**config.mk**
```make
export PLATFORM = sky130hd
export DESIGN_NAME = core_exec
export DESIGN_NICKNAME = d
export VERILOG_FILES = /design/src/logic/core_pkg.sv /design/src/logic/core_dmem.sv /design/src/logic/core_alu.sv /design/src/logic/core_exec.sv
export SDC_FILE = /design/constraint.sdc
export NUM_CORES = 2
export LEC_CHECK = 0
export ABC_CLOCK_PERIOD_IN_PS = 20800
export BUFFER_PORTS_ARGS = -buffer_cell sky130_fd_sc_hd__buf_2
export CORE_AREA = 4 4 477 479
export DETAILED_ROUTE_END_ITERATION = 12
export DIE_AREA = 0 0 481 483
export PLACE_DENSITY = 0.63
export RECOVER_POWER = 100
export SYNTH_ARGS = -nofsm -noshare
export SYNTH_HDL_FRONTEND = slang
export SYNTH_SLANG_ARGS = --single-unit
```
**constraint.sdc**
```tcl
create_clock -name i_sys_clk -period 20.8 [get_ports i_sys_clk]
set_input_delay 4.16 -clock i_sys_clk [delete_from_list [all_inputs] [get_ports i_sys_clk]]
set_output_delay 4.16 -clock i_sys_clk [all_outputs]
set_load 0.01 [all_outputs]
```
**src/logic/core_pkg.sv**
```systemverilog
// Shared constants and types of the instruction execution core.
package core_pkg;
    // Data, instruction and address widths.
    localparam int DW          = 8;   // Operand width of the whole datapath.
    localparam int IW          = 16;  // Program memory word width.
    localparam int PAW         = 11;  // Program address width.
    localparam int DAW         = 8;   // Data memory address width.
    localparam int STACK_DEPTH = 4;   // Return address slots.
    // One instruction cycle in system clocks, and its phase markers.
    localparam int         CLKS_PER_ICYCLE = 4;
    localparam logic [1:0] PH_FIRST = 2'h0;
    localparam logic [1:0] PH_FETCH = 2'h1;  // Program word is sampled here.
    localparam logic [1:0] PH_LAST  = 2'(CLKS_PER_ICYCLE - 1);
    // Instruction field positions.
    localparam int OPC_MSB = 15;
    localparam int OPC_LSB = 11;
    localparam int DST_BIT = 8;    // High sends the result to data memory.
    localparam int SEL_MSB = 10;   // Bit index or sub-operation.
    localparam int SEL_LSB = 8;
    // Fixed addresses.
    localparam logic [DAW-1:0] PC_LOW_ADDR = 8'h02;
    localparam logic [PAW-1:0] RESET_PC    = 11'h000;
    localparam logic [PAW-1:0] INT_VECTOR  = 11'h004;
    localparam logic [PAW-1:0] TABLE_BASE  = 11'h700;
    // Sub-operations of the miscellaneous opcode.
    localparam logic [1:0] MISC_TABLE = 2'h0;
    localparam logic [1:0] MISC_HALT  = 2'h1;
    // Operation codes in bits 15 to 11 of the instruction word.
    typedef enum logic [4:0] {
        OP_NOP   = 5'h00, OP_MOVAM  = 5'h01, OP_MOVMA  = 5'h02, OP_MOVAX  = 5'h03,
        OP_ADD   = 5'h04, OP_ADC    = 5'h05, OP_SUB    = 5'h06, OP_SBC    = 5'h07,
        OP_ADDX  = 5'h08, OP_SUBX   = 5'h09, OP_AND    = 5'h0a, OP_OR     = 5'h0b,
        OP_XOR   = 5'h0c, OP_ANDX   = 5'h0d, OP_ORX    = 5'h0e, OP_XORX   = 5'h0f,
        OP_COMPL = 5'h10, OP_INC    = 5'h11, OP_DEC    = 5'h12, OP_ROTR   = 5'h13,
        OP_ROTL  = 5'h14, OP_ROTRC  = 5'h15, OP_ROTLC  = 5'h16, OP_SETB   = 5'h17,
        OP_CLRB  = 5'h18, OP_SZ     = 5'h19, OP_SZB    = 5'h1a, OP_SNZB   = 5'h1b,
        OP_BRANCH = 5'h1c, OP_CALL  = 5'h1d, OP_RETURN = 5'h1e, OP_MISC   = 5'h1f
    } opcode_t;
    // Sequencer states.
    typedef enum logic [1:0] {
        ST_EXEC  = 2'b00,
        ST_EXTRA = 2'b01,
        ST_HALT  = 2'b10
    } state_t;
endpackage

```
**src/logic/core_dmem.sv**
```systemverilog
// Data memory with a registered read port.
`timescale 1ns/10ps
module core_dmem #(
    parameter int AW = 8,
    parameter int DW = 8
)
(
    // Clock and reset.
    input  wire logic          i_sys_clk,
    input  wire logic          i_rst_n,
    // Access port.
    input  wire logic [AW-1:0] i_addr,
    input  wire logic          i_re,
    input  wire logic          i_we,
    input  wire logic [DW-1:0] i_wdata,
    output      logic [DW-1:0] o_rdata
);
    // Storage array; contents are undefined after reset, as in any RAM.
    logic [DW-1:0] mem [2**AW];

    // Writes land at the edge that sees the strobe.
    always_ff @(posedge i_sys_clk)
    begin
        if (i_we)
        begin
            mem[i_addr] <= i_wdata;
        end
    end

    // Read data is held between reads so the core can use it for a whole cycle.
    always_ff @(posedge i_sys_clk)
    begin
        if (!i_rst_n)
        begin
            o_rdata <= '0;
        end
        else if (i_re)
        begin
            o_rdata <= mem[i_addr];
        end
    end
endmodule

```
**src/logic/core_alu.sv**
```systemverilog
// Combinational arithmetic, logic, rotate and bit unit of the core.
`timescale 1ns/10ps
module core_alu (
    // Operation and operands.
    input  wire core_pkg::opcode_t          i_op,
    input  wire logic [core_pkg::DW-1:0]    i_accum,
    input  wire logic [core_pkg::DW-1:0]    i_mem,
    input  wire logic [core_pkg::DW-1:0]    i_imm,
    input  wire logic                       i_carry,
    input  wire logic [2:0]                 i_bit,
    // Result and flag updates.
    output      logic [core_pkg::DW-1:0]    o_result,
    output      logic                       o_carry,
    output      logic                       o_carry_we,
    output      logic                       o_zero_we
);
    import core_pkg::*;

    logic          use_imm;  // Second operand is the immediate byte.
    logic [DW-1:0] opnd;     // Selected second operand.
    logic [DW:0]   sum;      // Sum with carry out in the top bit.
    logic [DW:0]   diff;     // Difference with borrow in the top bit.
    logic [DW-1:0] mask;     // One-hot bit select.

    // Every operand is one byte wide.
    assign use_imm = i_op inside {OP_ADDX, OP_SUBX, OP_ANDX, OP_ORX, OP_XORX, OP_MOVAX};
    assign opnd    = use_imm ? i_imm : i_mem;
    assign sum     = {1'b0, i_accum} + {1'b0, opnd} + {{DW{1'b0}}, (i_op == OP_ADC) & i_carry};
    assign diff    = {1'b0, i_accum} - {1'b0, opnd} - {{DW{1'b0}}, (i_op == OP_SBC) & i_carry};
    assign mask    = DW'(1) << i_bit;
    // Flag write enables; rotates without carry leave both flags alone.
    assign o_carry_we = i_op inside {OP_ADD, OP_ADC, OP_SUB, OP_SBC, OP_ADDX, OP_SUBX,
                                     OP_ROTRC, OP_ROTLC};
    assign o_zero_we  = i_op inside {OP_ADD, OP_ADC, OP_SUB, OP_SBC, OP_ADDX, OP_SUBX,
                                     OP_AND, OP_OR, OP_XOR, OP_ANDX, OP_ORX, OP_XORX,
                                     OP_COMPL, OP_INC, OP_DEC};

    // Result and carry for each operation.
    always_comb
    begin
        o_result = i_mem;
        o_carry  = i_carry;
        case (i_op)
            OP_MOVMA:                    o_result = i_accum;
            OP_MOVAX:                    o_result = i_imm;
            OP_ADD, OP_ADC, OP_ADDX:
            begin
                o_result = sum[DW-1:0];
                o_carry  = sum[DW];   // Set when the sum passes 255.
            end
            OP_SUB, OP_SBC, OP_SUBX:
            begin
                o_result = diff[DW-1:0];
                o_carry  = diff[DW];  // Set on borrow below zero.
            end
            OP_AND, OP_ANDX:             o_result = i_accum & opnd;
            OP_OR, OP_ORX:               o_result = i_accum | opnd;
            OP_XOR, OP_XORX:             o_result = i_accum ^ opnd;
            OP_COMPL:                    o_result = ~i_mem;
            OP_INC:                      o_result = i_mem + DW'(1);
            OP_DEC:                      o_result = i_mem - DW'(1);
            OP_ROTR:                     o_result = {i_mem[0], i_mem[DW-1:1]};
            OP_ROTL:                     o_result = {i_mem[DW-2:0], i_mem[DW-1]};
            OP_ROTRC:
            begin
                o_result = {i_carry, i_mem[DW-1:1]};
                o_carry  = i_mem[0];  // Bit shifted out lands in carry.
            end
            OP_ROTLC:
            begin
                o_result = {i_mem[DW-2:0], i_carry};
                o_carry  = i_mem[DW-1];
            end
            OP_SETB:                     o_result = i_mem | mask;
            OP_CLRB:                     o_result = i_mem & ~mask;
            default:                     o_result = i_mem;
        endcase
    end
endmodule

```
**src/logic/core_exec.sv**
```systemverilog
// Instruction sequencer and execution core of the 8-bit controller.
// What this block does
// - Instruction cycle is four system clocks.
// - Ordinary instructions finish in one cycle.
// - Branch, call, returns, table read take two.
// - Writing program counter low byte jumps, adds cycle.
// - Taken skip adds a cycle; otherwise one.
// - Tests byte or bit, then skips or proceeds.
// - Call saves next address for return.
// - Branch loads target, saves no return.
// - Add carries past 255, subtract borrows.
// - Increment and decrement by exactly one.
// - Logical results of zero set zero flag.
// - AND, OR and XOR go through the accumulator.
// - Rotates move one bit; carry variants.
// - Bit set/clear changes only selected bit.
// - Moves between register, accumulator, immediate.
// - Table read fetches program memory data.
// - Halt instruction enters power-down.
// - Interrupt return sets enable; return keeps it.
`timescale 1ns/10ps
module core_exec #(
    parameter int STACK_DEPTH = core_pkg::STACK_DEPTH
)
(
    // Clock and reset.
    input  wire logic                      i_sys_clk,
    input  wire logic                      i_rst_n,
    // Program memory port; the word must be valid two clocks after the address.
    output      logic [core_pkg::PAW-1:0]  o_pm_addr,
    input  wire logic [core_pkg::IW-1:0]   i_pm_data,
    // Interrupt request and wake-up.
    input  wire logic                      i_int_req,
    input  wire logic                      i_wake,
    // Core status.
    output      logic [core_pkg::DW-1:0]   o_accum,
    output      logic                      o_carry,
    output      logic                      o_zero,
    output      logic                      o_global_int_en,
    output      logic                      o_halted,
    output      logic                      o_instr_done
);
    import core_pkg::*;

    localparam int SPW = $clog2(STACK_DEPTH);

    // Sequencer registers.
    logic [1:0]     phase;                   // Clock within the instruction cycle.
    state_t         state;                   // Normal, extra cycle or halted.
    logic [PAW-1:0] pc;                      // Address of the current instruction.
    logic [IW-1:0]  ir;                      // Current instruction word.
    logic [DW-1:0]  tab_low;                 // Byte fetched by a table read.
    logic [SPW-1:0] sp;                      // Next free stack slot.
    logic [PAW-1:0] stack [STACK_DEPTH];     // Return addresses.

    // Decode and datapath wires.
    opcode_t        op;
    logic [DW-1:0]  imm, m_val, ram_rdata, ram_wdata, alu_res;
    logic [DAW-1:0] ram_addr;
    logic [2:0]     bit_sel;
    logic [PAW-1:0] pc_inc, stack_top, branch_target, tab_addr, next_pc;
    logic           exec_end, extra_end, fetch, ram_re, ram_we;
    logic           alu_c, carry_we, zero_we, sel_dst, wr_acc, wr_mem;
    logic           is_branch, is_call, is_return, is_int_return, is_table, is_halt;
    logic           skip_take, pc_low_write, needs_extra, irq_take, push, pop;

    // Phase markers.
    assign exec_end  = (state == ST_EXEC) && (phase == PH_LAST);
    assign extra_end = (state == ST_EXTRA) && (phase == PH_LAST);
    assign fetch     = (state == ST_EXEC) && (phase == PH_FETCH);

    // Field extraction.
    assign op            = opcode_t'(ir[OPC_MSB:OPC_LSB]);
    assign imm           = ir[DW-1:0];
    assign bit_sel       = ir[SEL_MSB:SEL_LSB];
    assign branch_target = ir[PAW-1:0];

    // Instruction classes.
    assign is_branch     = (op == OP_BRANCH);
    assign is_call       = (op == OP_CALL);
    assign is_return     = (op == OP_RETURN);
    assign is_int_return = is_return && ir[DST_BIT];
    assign is_table      = (op == OP_MISC) && (ir[SEL_LSB+1:SEL_LSB] == MISC_TABLE);
    assign is_halt       = (op == OP_MISC) && (ir[SEL_LSB+1:SEL_LSB] == MISC_HALT);

    // The program counter low byte reads as data at its own address.
    assign m_val = (ir[DAW-1:0] == PC_LOW_ADDR) ? pc[DW-1:0] : ram_rdata;

    // Destination select: logical results, except a complement sent to memory, involve the accumulator,
    // either as operand or as destination.
    assign sel_dst = op inside {OP_ADD, OP_ADC, OP_SUB, OP_SBC, OP_AND, OP_OR, OP_XOR,
                                OP_COMPL, OP_INC, OP_DEC, OP_ROTR, OP_ROTL, OP_ROTRC,
                                OP_ROTLC};
    assign wr_acc  = (sel_dst && !ir[DST_BIT]) ||
                     (op inside {OP_ADDX, OP_SUBX, OP_ANDX, OP_ORX, OP_XORX, OP_MOVAM,
                                 OP_MOVAX});
    assign wr_mem  = (sel_dst && ir[DST_BIT]) || (op inside {OP_MOVMA, OP_SETB, OP_CLRB});

    // Conditional tests on a byte or on one of its bits.
    assign skip_take = ((op == OP_SZ) && ((m_val == '0) != ir[DST_BIT])) ||
                       ((op == OP_SZB) && !m_val[bit_sel]) ||
                       ((op == OP_SNZB) && m_val[bit_sel]);

    // A write aimed at the low program counter byte is a jump.
    assign pc_low_write = wr_mem && (ir[DAW-1:0] == PC_LOW_ADDR);

    // Which instructions need a second instruction cycle.
    assign needs_extra = is_branch || is_call || is_return || is_table ||
                         pc_low_write || skip_take;

    // Interrupts are taken only at the end of a single-cycle instruction,
    // which keeps the return address simple at the cost of a little latency.
    assign irq_take = i_int_req && o_global_int_en && !needs_extra && !is_halt;

    // Program counter selection.
    assign pc_inc    = pc + PAW'(1);
    assign stack_top = stack[sp - SPW'(1)];
    assign tab_addr  = {TABLE_BASE[PAW-1:DW], o_accum};
    assign next_pc   = (is_branch || is_call) ? branch_target :
                       is_return              ? stack_top :
                       pc_low_write           ? {pc_inc[PAW-1:DW], alu_res} :
                       skip_take              ? pc + PAW'(2) :
                       irq_take               ? INT_VECTOR :
                                                pc_inc;
    assign push      = exec_end && (is_call || irq_take);
    assign pop       = exec_end && is_return;

    // Data memory access: read while the word is fetched, write on the last clock.
    assign ram_addr  = fetch ? i_pm_data[DAW-1:0] : ir[DAW-1:0];
    assign ram_re    = fetch;
    assign ram_we    = (exec_end && wr_mem && !pc_low_write) ||
                       (extra_end && is_table);
    assign ram_wdata = (state == ST_EXTRA) ? tab_low : alu_res;

    // Data memory; a bit set or clear reads, modifies and writes the byte here.
    core_dmem #(
        .AW (DAW),
        .DW (DW)
    ) u_dmem (
        .i_sys_clk (i_sys_clk),
        .i_rst_n   (i_rst_n),
        .i_addr    (ram_addr),
        .i_re      (ram_re),
        .i_we      (ram_we),
        .i_wdata   (ram_wdata),
        .o_rdata   (ram_rdata)
    );

    // Arithmetic and logic unit.
    core_alu u_alu (
        .i_op       (op),
        .i_accum    (o_accum),
        .i_mem      (m_val),
        .i_imm      (imm),
        .i_carry    (o_carry),
        .i_bit      (bit_sel),
        .o_result   (alu_res),
        .o_carry    (alu_c),
        .o_carry_we (carry_we),
        .o_zero_we  (zero_we)
    );

    // Phase counter: four clocks make one instruction cycle.
    always_ff @(posedge i_sys_clk)
    begin
        if (!i_rst_n)
            phase <= PH_FIRST;
        else
            phase <= (phase == PH_LAST) ? PH_FIRST : phase + 2'h1;
    end

    // Sequencer; state changes only on cycle boundaries.
    always_ff @(posedge i_sys_clk)
    begin
        if (!i_rst_n)
        begin
            state    <= ST_EXEC;
            o_halted <= 1'b0;
        end
        else
        begin
            case (state)
                ST_EXEC:
                    if (exec_end && is_halt)
                    begin
                        state    <= ST_HALT;
                        o_halted <= 1'b1;
                    end
                    else if (exec_end && (needs_extra || irq_take))
                        state <= ST_EXTRA;
                ST_EXTRA:
                    if (phase == PH_LAST)
                        state <= ST_EXEC;
                ST_HALT:
                    if ((phase == PH_LAST) && (i_wake || i_int_req))
                    begin
                        state    <= ST_EXEC;
                        o_halted <= 1'b0;
                    end
                default:
                    state <= ST_EXEC;
            endcase
        end
    end

    // Program counter and fetch address.
    always_ff @(posedge i_sys_clk)
    begin
        if (!i_rst_n)
        begin
            pc        <= RESET_PC;
            o_pm_addr <= RESET_PC;
        end
        else if (exec_end)
        begin
            pc        <= next_pc;
            o_pm_addr <= is_table ? tab_addr : next_pc;
        end
        else if (extra_end)
            o_pm_addr <= pc;
    end

    // Instruction and table word capture.
    always_ff @(posedge i_sys_clk)
    begin
        if (!i_rst_n)
        begin
            ir      <= '0;
            tab_low <= '0;
        end
        else if (fetch)
            ir <= i_pm_data;
        else if ((state == ST_EXTRA) && (phase == PH_FETCH) && is_table)
            tab_low <= i_pm_data[DW-1:0];
    end

    // Accumulator and flags commit on the last clock of the first cycle.
    always_ff @(posedge i_sys_clk)
    begin
        if (!i_rst_n)
        begin
            o_accum <= '0;
            o_carry <= 1'b0;
            o_zero  <= 1'b0;
        end
        else if (exec_end)
        begin
            if (wr_acc)
                o_accum <= alu_res;
            if (carry_we)
                o_carry <= alu_c;
            if (zero_we)
                o_zero <= (alu_res == '0);
        end
    end

    // Global interrupt enable: cleared on entry, set by interrupt return.
    always_ff @(posedge i_sys_clk)
    begin
        if (!i_rst_n)
            o_global_int_en <= 1'b0;
        else if (exec_end && irq_take)
            o_global_int_en <= 1'b0;
        else if (exec_end && is_int_return)
            o_global_int_en <= 1'b1;
    end

    // Completion pulse one clock after the final cycle of each instruction.
    always_ff @(posedge i_sys_clk)
    begin
        if (!i_rst_n)
            o_instr_done <= 1'b0;
        else
            o_instr_done <= (exec_end && !needs_extra && !irq_take) || extra_end;
    end

    // Stack pointer; it wraps when overfilled, so deep nesting loses the oldest entry.
    always_ff @(posedge i_sys_clk)
    begin
        if (!i_rst_n)
            sp <= '0;
        else if (push)
            sp <= sp + SPW'(1);
        else if (pop)
            sp <= sp - SPW'(1);
    end

    // Return address storage; the saved point is the following instruction.
    always_ff @(posedge i_sys_clk)
    begin
        if (push)
            stack[sp] <= pc_inc;
    end

    logic add_over;  // Helper: accumulator plus operand passes 255.
    assign add_over = ({1'b0, o_accum} + {1'b0, m_val}) > 9'h0ff;
endmodule

```
## Word-level counts from Yosys, hierarchy flattened

Memory sizes are Yosys's and may differ from the RTL's. A register that Yosys moved wholly into a read port is not among the register bits.
Cells that the tools add are included.
W data, S select, Z words.

| operators by class | value |
|---|---|
| $add $sub $neg | 11 |
| eq/ne operators | 42 |
| $mul | 0 |
| div/mod/pow operators | 0 |
| muxes and demuxes | 30 |
| magnitude comparators | 1 |
| bitwise gates (word level) | 11 |
| reduce and logical (&&, ||, !) cells | 77 |
| shifts and indexed selects | 1 |

Operators by type and width:

| operator | number |
|---|---|
| $pmux W8 S16 | 1 |
| $mux W11 | 8 |
| $eq A5 B5 Y1 const B | 16 |
| $eq A5 B4 Y1 const B | 8 |
| $mux W8 | 4 |
| $logic_and A1 B1 Y1 | 29 |
| $eq A5 B3 Y1 const B | 4 |
| $and A8 B8 Y8 | 2 |
| $logic_not A8 Y1 | 2 |
| $not A8 Y8 | 2 |
| $or A8 B8 Y8 | 2 |
| $reduce_bool A15 Y1 | 1 |
| $logic_or A1 B1 Y1 | 14 |
| $reduce_bool A14 Y1 | 1 |
| $mux W2 | 6 |
| $add A11 B1 Y11 const B | 1 |
| $add A11 B2 Y11 const B | 1 |
| $eq A5 B2 Y1 const B | 2 |
| $reduce_or A2 Y1 | 5 |
| $add A8 B8 Y9 | 1 |
| $add A9 B1 Y9 | 1 |
| $reduce_and A3 Y1 | 3 |
| $sub A8 B8 Y9 | 1 |
| $sub A9 B1 Y9 | 1 |
| other kinds (32) | 57 |

| storage, ports and cells | value |
|---|---|
| output and inout port bits | 24 |
| memory bits (read-only) | 0 |
| memories kept | 2 |
| RAM bits | 2092 |
| bits of input ports | 20 |
| register bits | 65 |
| bits in latches | 0 |

Memories:

| name | depth | bits a word | read ports | clocked after memory_dff | wr ports | line | text |
|---|---|---|---|---|---|---|---|
| u_dmem.mem | 256 | 8 | 1 | 1 | 1 | core_dmem.sv:19 | `logic [DW-1:0] mem [2**AW];` |
| stack | 4 | 11 | 1 | 0 | 1 | core_exec.sv:54 | `logic [PAW-1:0] stack [STACK_DEPTH];` |

## Depth between registers and ports, before layout

| depth | value |
|---|---|
| depth in word-level cells | 19 |
| gate-level depth with buffers | 22 |
| depth with buffers taken out | 20 |

## Hierarchy

A second synthesis with hierarchy kept.

| second synthesis, totals | value |
|---|---|
| cells, all modules | 4660 |
| area total of the unflattened synthesis | 87667.8 um^2 |

Modules (own cells, without submodules):

| module | cells each | instances | area an instance (um^2) |
|---|---|---|---|
| core_dmem | 3672 | 1 | 79236.0 |
| core_exec | 624 | 1 | 5830.6 |
| core_alu | 364 | 1 | 2601.2 |

## Worst setup path before layout

No wires, ideal clock.

| timing path | value |
|---|---|
| path kind | flip-flop to flip-flop |
| from | register ir[12] |
| to | memory u_dmem.mem[0][4] (data pin) |
| data arrival time | 13378 ps |
| library setup time | 2187 ps |
| setup slack | 5236 ps |
| stages on the path, launching flop included | 19 |
| path buffers | 1 |
| data required time | 18613 ps |
| cell sequence | dfxtp_1 > buf_2 > or3b_2 > o21ai_0 > a22oi_1 > nor2_2 > mux2i_2 > xor2_1 > ha_1 > a21o_1 > inv_1 > fa_1 > nand2_1 > a21oi_1 > xor2_1 > o22ai_1 > a211oi_2 > a32o_1 > o21ai_0 |

| on the way | value |
|---|---|
| cells in the longest elaborated chain, start to end | 7 |
| elaborated cells between the ends (all ways) | 41 |
| those cells by class | add/sub (4); eq/ne (23); mux (3); bitwise (5); reduce/logical (6) |

Ends and longest elaborated chain:

| element | line | text |
|---|---|---|
| from (decl) | core_exec.sv:51 | `logic [IW-1:0] ir;` |
| from (signal assigned) | core_exec.sv:232 | `ir <= i_pm_data;` |
| $eq A5 B4 Y1 / $eq A5 B2 Y1 (equally long branches) | core_alu.sv:26, core_alu.sv:43 |  |
| $reduce_bool A6 Y1 | core_alu.sv:26 | `assign use_imm = i_op inside {OP_ADDX, OP_SUBX, OP_ANDX, OP_ORX, OP_XORX, OP_MOVAX};` |
| $mux W8 | core_alu.sv:27 | `assign opnd = use_imm ? i_imm : i_mem;` |
| $sub A8 B8 Y9 / $add A8 B8 Y9 (equally long branches) | core_alu.sv:29, core_alu.sv:28 |  |
| $sub A9 B1 Y9 / $add A9 B1 Y9 (equally long branches) | core_alu.sv:29, core_alu.sv:28 |  |
| $pmux W8 S16 * | core_alu.sv:43 | `case (i_op)` |
| $mux W8 * | core_exec.sv:133 | `assign ram_wdata = (state == ST_EXTRA) ? tab_low : alu_res;` |
| named net ram_wdata[4] | core_exec.sv:58 | `logic [DW-1:0] imm, m_val, ram_rdata, ram_wdata, alu_res;` |
| to (decl) | core_dmem.sv:19 |  |

Mark *: on every way through the listed nets, which the timed path passes. The rest lies on a longest branch.

## Worst setup path in the final report

| timing path | value |
|---|---|
| from | input i_pm_data[1] (netlist name) |
| to | register u_dmem.o_rdata[6] (read register of u_dmem.mem) |

| on the way | value |
|---|---|
| cells in the longest elaborated chain, start to end | 1 |

Ends and longest elaborated chain:

| element | line | text |
|---|---|---|
| from (decl) | core_exec.sv:31 | `input wire logic [core_pkg::IW-1:0] i_pm_data,` |
| $mux W8 | core_exec.sv:129 | `assign ram_addr = fetch ? i_pm_data[DAW-1:0] : ir[DAW-1:0];` |
| to (decl) | core_dmem.sv:16 | `output logic [DW-1:0] o_rdata` |

Every way passes these cells.
A chain may end at the register's enable or synchronous reset.

==> impl_metrics.yaml <==
synth:
  async_reset_ff_share_pct: 0
  synth_cell_types: 92
  postSynthAreaPerCell_um2: 15.4
  synthCells: 5773
  ys_seq_elements: 2165
  synth_warnings: 0
  synth_nets: 5841
  synth_top_cells_by_area: "edfxtp_1 (71%), mux4_2 (7.7%), nand2_1 (3.9%)"
  yosys.area.top_type_share_pct: 70.8
  synth_edf_count: 2092
  yosysTopAreaCell: "edfxtp_1"
  ys.flop_type: "edfxtp_1"
  synth_area_mm2: 0.0888
  yosysSeqAreaShare_pct: 72.4
place:
  place_ws_ns: 10.75
  numPortBuffers: 43
  place_hpwl_um: 182000
  gp_congestion: 0.967
detailed_routing:
  firstDrtPassIters: 6
  drtIter0Drc: 9019
  wire_per_inst_um: 32.5
  ant_nets: 0
  drc: 0
  dr_total_vias: 55558
  routed_wl_um: 291000
  vias_per_cell: 6.20
clock_network:
  cts_max_path_buffers: 3
  path_clk_slew_ns: 0.06
  cts_hold_buf: 0
  cts_buffers: 213
  cts.htree.levels: 4
  cts_setup_buffers: 0
  clock_sinks: 2165
  clk_root_buffer_cell: "clkbuf_16"
  cts_tree: "built"
  clk_latency_ns: 0.87
  cts-resized-gates: 0
die:
  start_util_pct: 39.7
  coreArea_mm2: 0.224
  die_h_um: 483
  dieWidth_um: 481
  ios: 44
  fp-row-count: 174
  die-area_mm2: 0.232
status:
  violations: "max-capacitance violations, max-slew violations"
  status: "finished with violations"
critical_path:
  crit_path_max_fanout: 80
  worstSetupEndpointType: "flip-flop"
  worst_ep_required_time_ns: 21.53
  cp_data_arrival_time_ns: 14.75
  ff2ff_setup_slack_ns: 6.79
  crit_type: "input pin to flip-flop"
  critPathLaunchType: "input pin"
global_routing:
  grt_pass1_wl_um: 407000
  grt_max_degree: 168
  antenna_found_initial: 24
  grt_usage_pct: 24.4
  grt-ovfl-total: 0
  first_global_vias: 52349
timing:
  setup_ws_ns: 6.78
  hold_viol_final: 0
  slew_headroom_pct: -321
  drv_slew: 2418
  worst_clock_skew_ns: 0.0665
  max_slew.worst_pin.slew_ns: 6.31
  timing.fmax_mhz: 71.3
  holdWs_ns: 0.455
  setup_viol_count_final: 0
  tns_ns: 0
  rsz0062_at_grt: "false"
  min_period_ns: 14.02
  period_share_pct: 67.4
power:
  p_leak_nw: 31.3
  power_density_mw_per_mm2: 107
  p_total_w: 0.0107
  ir_drop_mv: 0.0669
final_layout:
  syn_to_final_growth_pct: 11.9
  drive_gt1_share_pct: 13.8
  fin_nets: 5856
run:
  drv_cap: 43
min_path:
  hold_class: "flip-flop to flip-flop"
[layout make-up]
cell class	instances	area (um^2)
Antenna cell	12	30.0
Clock buffer	266	5680
Clock inverter	125	1340
Fill cell	19450	124000
Inverter	55	206
Multi-Input combinational cell	3165	22800
Sequential cell	2165	64300
Tap cell	2992	3740
Timing Repair Buffer	188	1230
[registers in the layout, indices dropped and copies added, names as in the netlist, 2 cells and up]
signal          cells
pc                 11
phase               2
stack              44
u_dmem.mem       2048
sp                  2
ir                 16
o_pm_addr          11
state               2
tab_low             8
o_accum             8
u_dmem.o_rdata      8
[through the flow]
stage | std cells | utilization (%) | area, um^2
2_1_floorplan | 5773 | - | 88800
3_3_place_gp | 8561 | 41.4 | 92500
3_5_place_dp | 8565 | 41.4 | 92600
4_1_cts | 8956 | 44.5 | 99600
5_1_grt | 8958 | 44.4 | 99300
6_report | 8968 | 44.4 | 99300
[cell usage in the layout (no fill, tap or decap), drive strengths merged, types with 80 or more instances in the layout]
| cell type | count |
|---|---|
| clkinv | 91 |
| nand3 | 326 |
| o21ai | 80 |
| nor2 | 395 |
| a21oi | 140 |
| edfxtp | 2092 |
| buf | 131 |
| nand2 | 918 |
| a31oi | 80 |
| and3 | 81 |
| clkbuf | 322 |
| mux2i | 92 |
| mux4 | 304 |
[logic make-up (layout without fill, tap and decap cells)]
group	Yosys count	in the layout	synth area share (%)
XOR/XNOR	34	34	0.335
flip-flops	2165	2165	72.4
buffers and inverters	443	634	2.22
multiplexers	419	419	9.05
other	0	12	0
AND/OR/NAND/NOR	1944	1944	9.59
AO/OA/AOI/OAI	720	720	5.67
adder cells (fa/ha/maj)	48	48	0.710
[metal layers]
metal	share of wire (%)	vias up	wire length, um	GRT usage, %
li1	-	22529	-	-
met1	37	28428	108000	32.9
met2	44	3867	128000	35.5
met3	13	726	38400	7.86
met4	5.9	8	17200	12.5
met5	0.018	-	53	0
[path summary, 6_finish.rpt]
kind,startpoint,end,cells after the start
worst min-delay path,phase[0],phase[0],1
worst max-delay path,i_pm_data[1],u_dmem.o_rdata[6],11
worst max register to register,ir[1],u_dmem.mem[161][2],16
worst min register to register,phase[0],phase[0],1
[Yosys cell counts (15+ instances only)]
library cell / n
dfxtp_1: 73
a221oi_1: 23
nand4_1: 76
mux4_2: 304
o21ai_0: 78
o22ai_1: 52
nand2_1: 918
nor4_1: 31
nor3_1: 37
xor2_1: 15
clkbuf_1: 191
nand2b_1: 20
nand3_1: 326
nor2_1: 392
and3_1: 81
a211oi_1: 18
buf_2: 117
o31ai_1: 17
a32oi_1: 32
inv_1: 53
a22oi_1: 79
a31oi_1: 80
a21oi_1: 139
buf_4: 35
a311oi_1: 51
mux2_2: 22
mux2i_1: 91
edfxtp_1: 2092
ha_1: 44
buf_1: 40
xnor2_1: 19
[power by group]
| part | switching, W | internal, W | leakage [nW] | total, W |
|---|---|---|---|---|
| logic | 0.00118 | 0.000353 | 8.26 | 0.00153 |
| registers | 0.0000192 | 0.00523 | 19.6 | 0.00525 |
| clock network | 0.00168 | 0.00221 | 3.43 | 0.00389 |
[critical path, cell delays in order]
cell	delay (ns)
clkbuf_1	0.35
mux2_1	2.79
clkbuf_1	2.55
clkbuf_1	1.91
buf_4	0.80
and3_1	0.27
a311oi_1	0.05
a31oi_1	0.58
o21ai_0	0.39
a2111oi_0	0.63
a21oi_1	0.14
No activity file was read; power rests on OpenSTA's default activity.
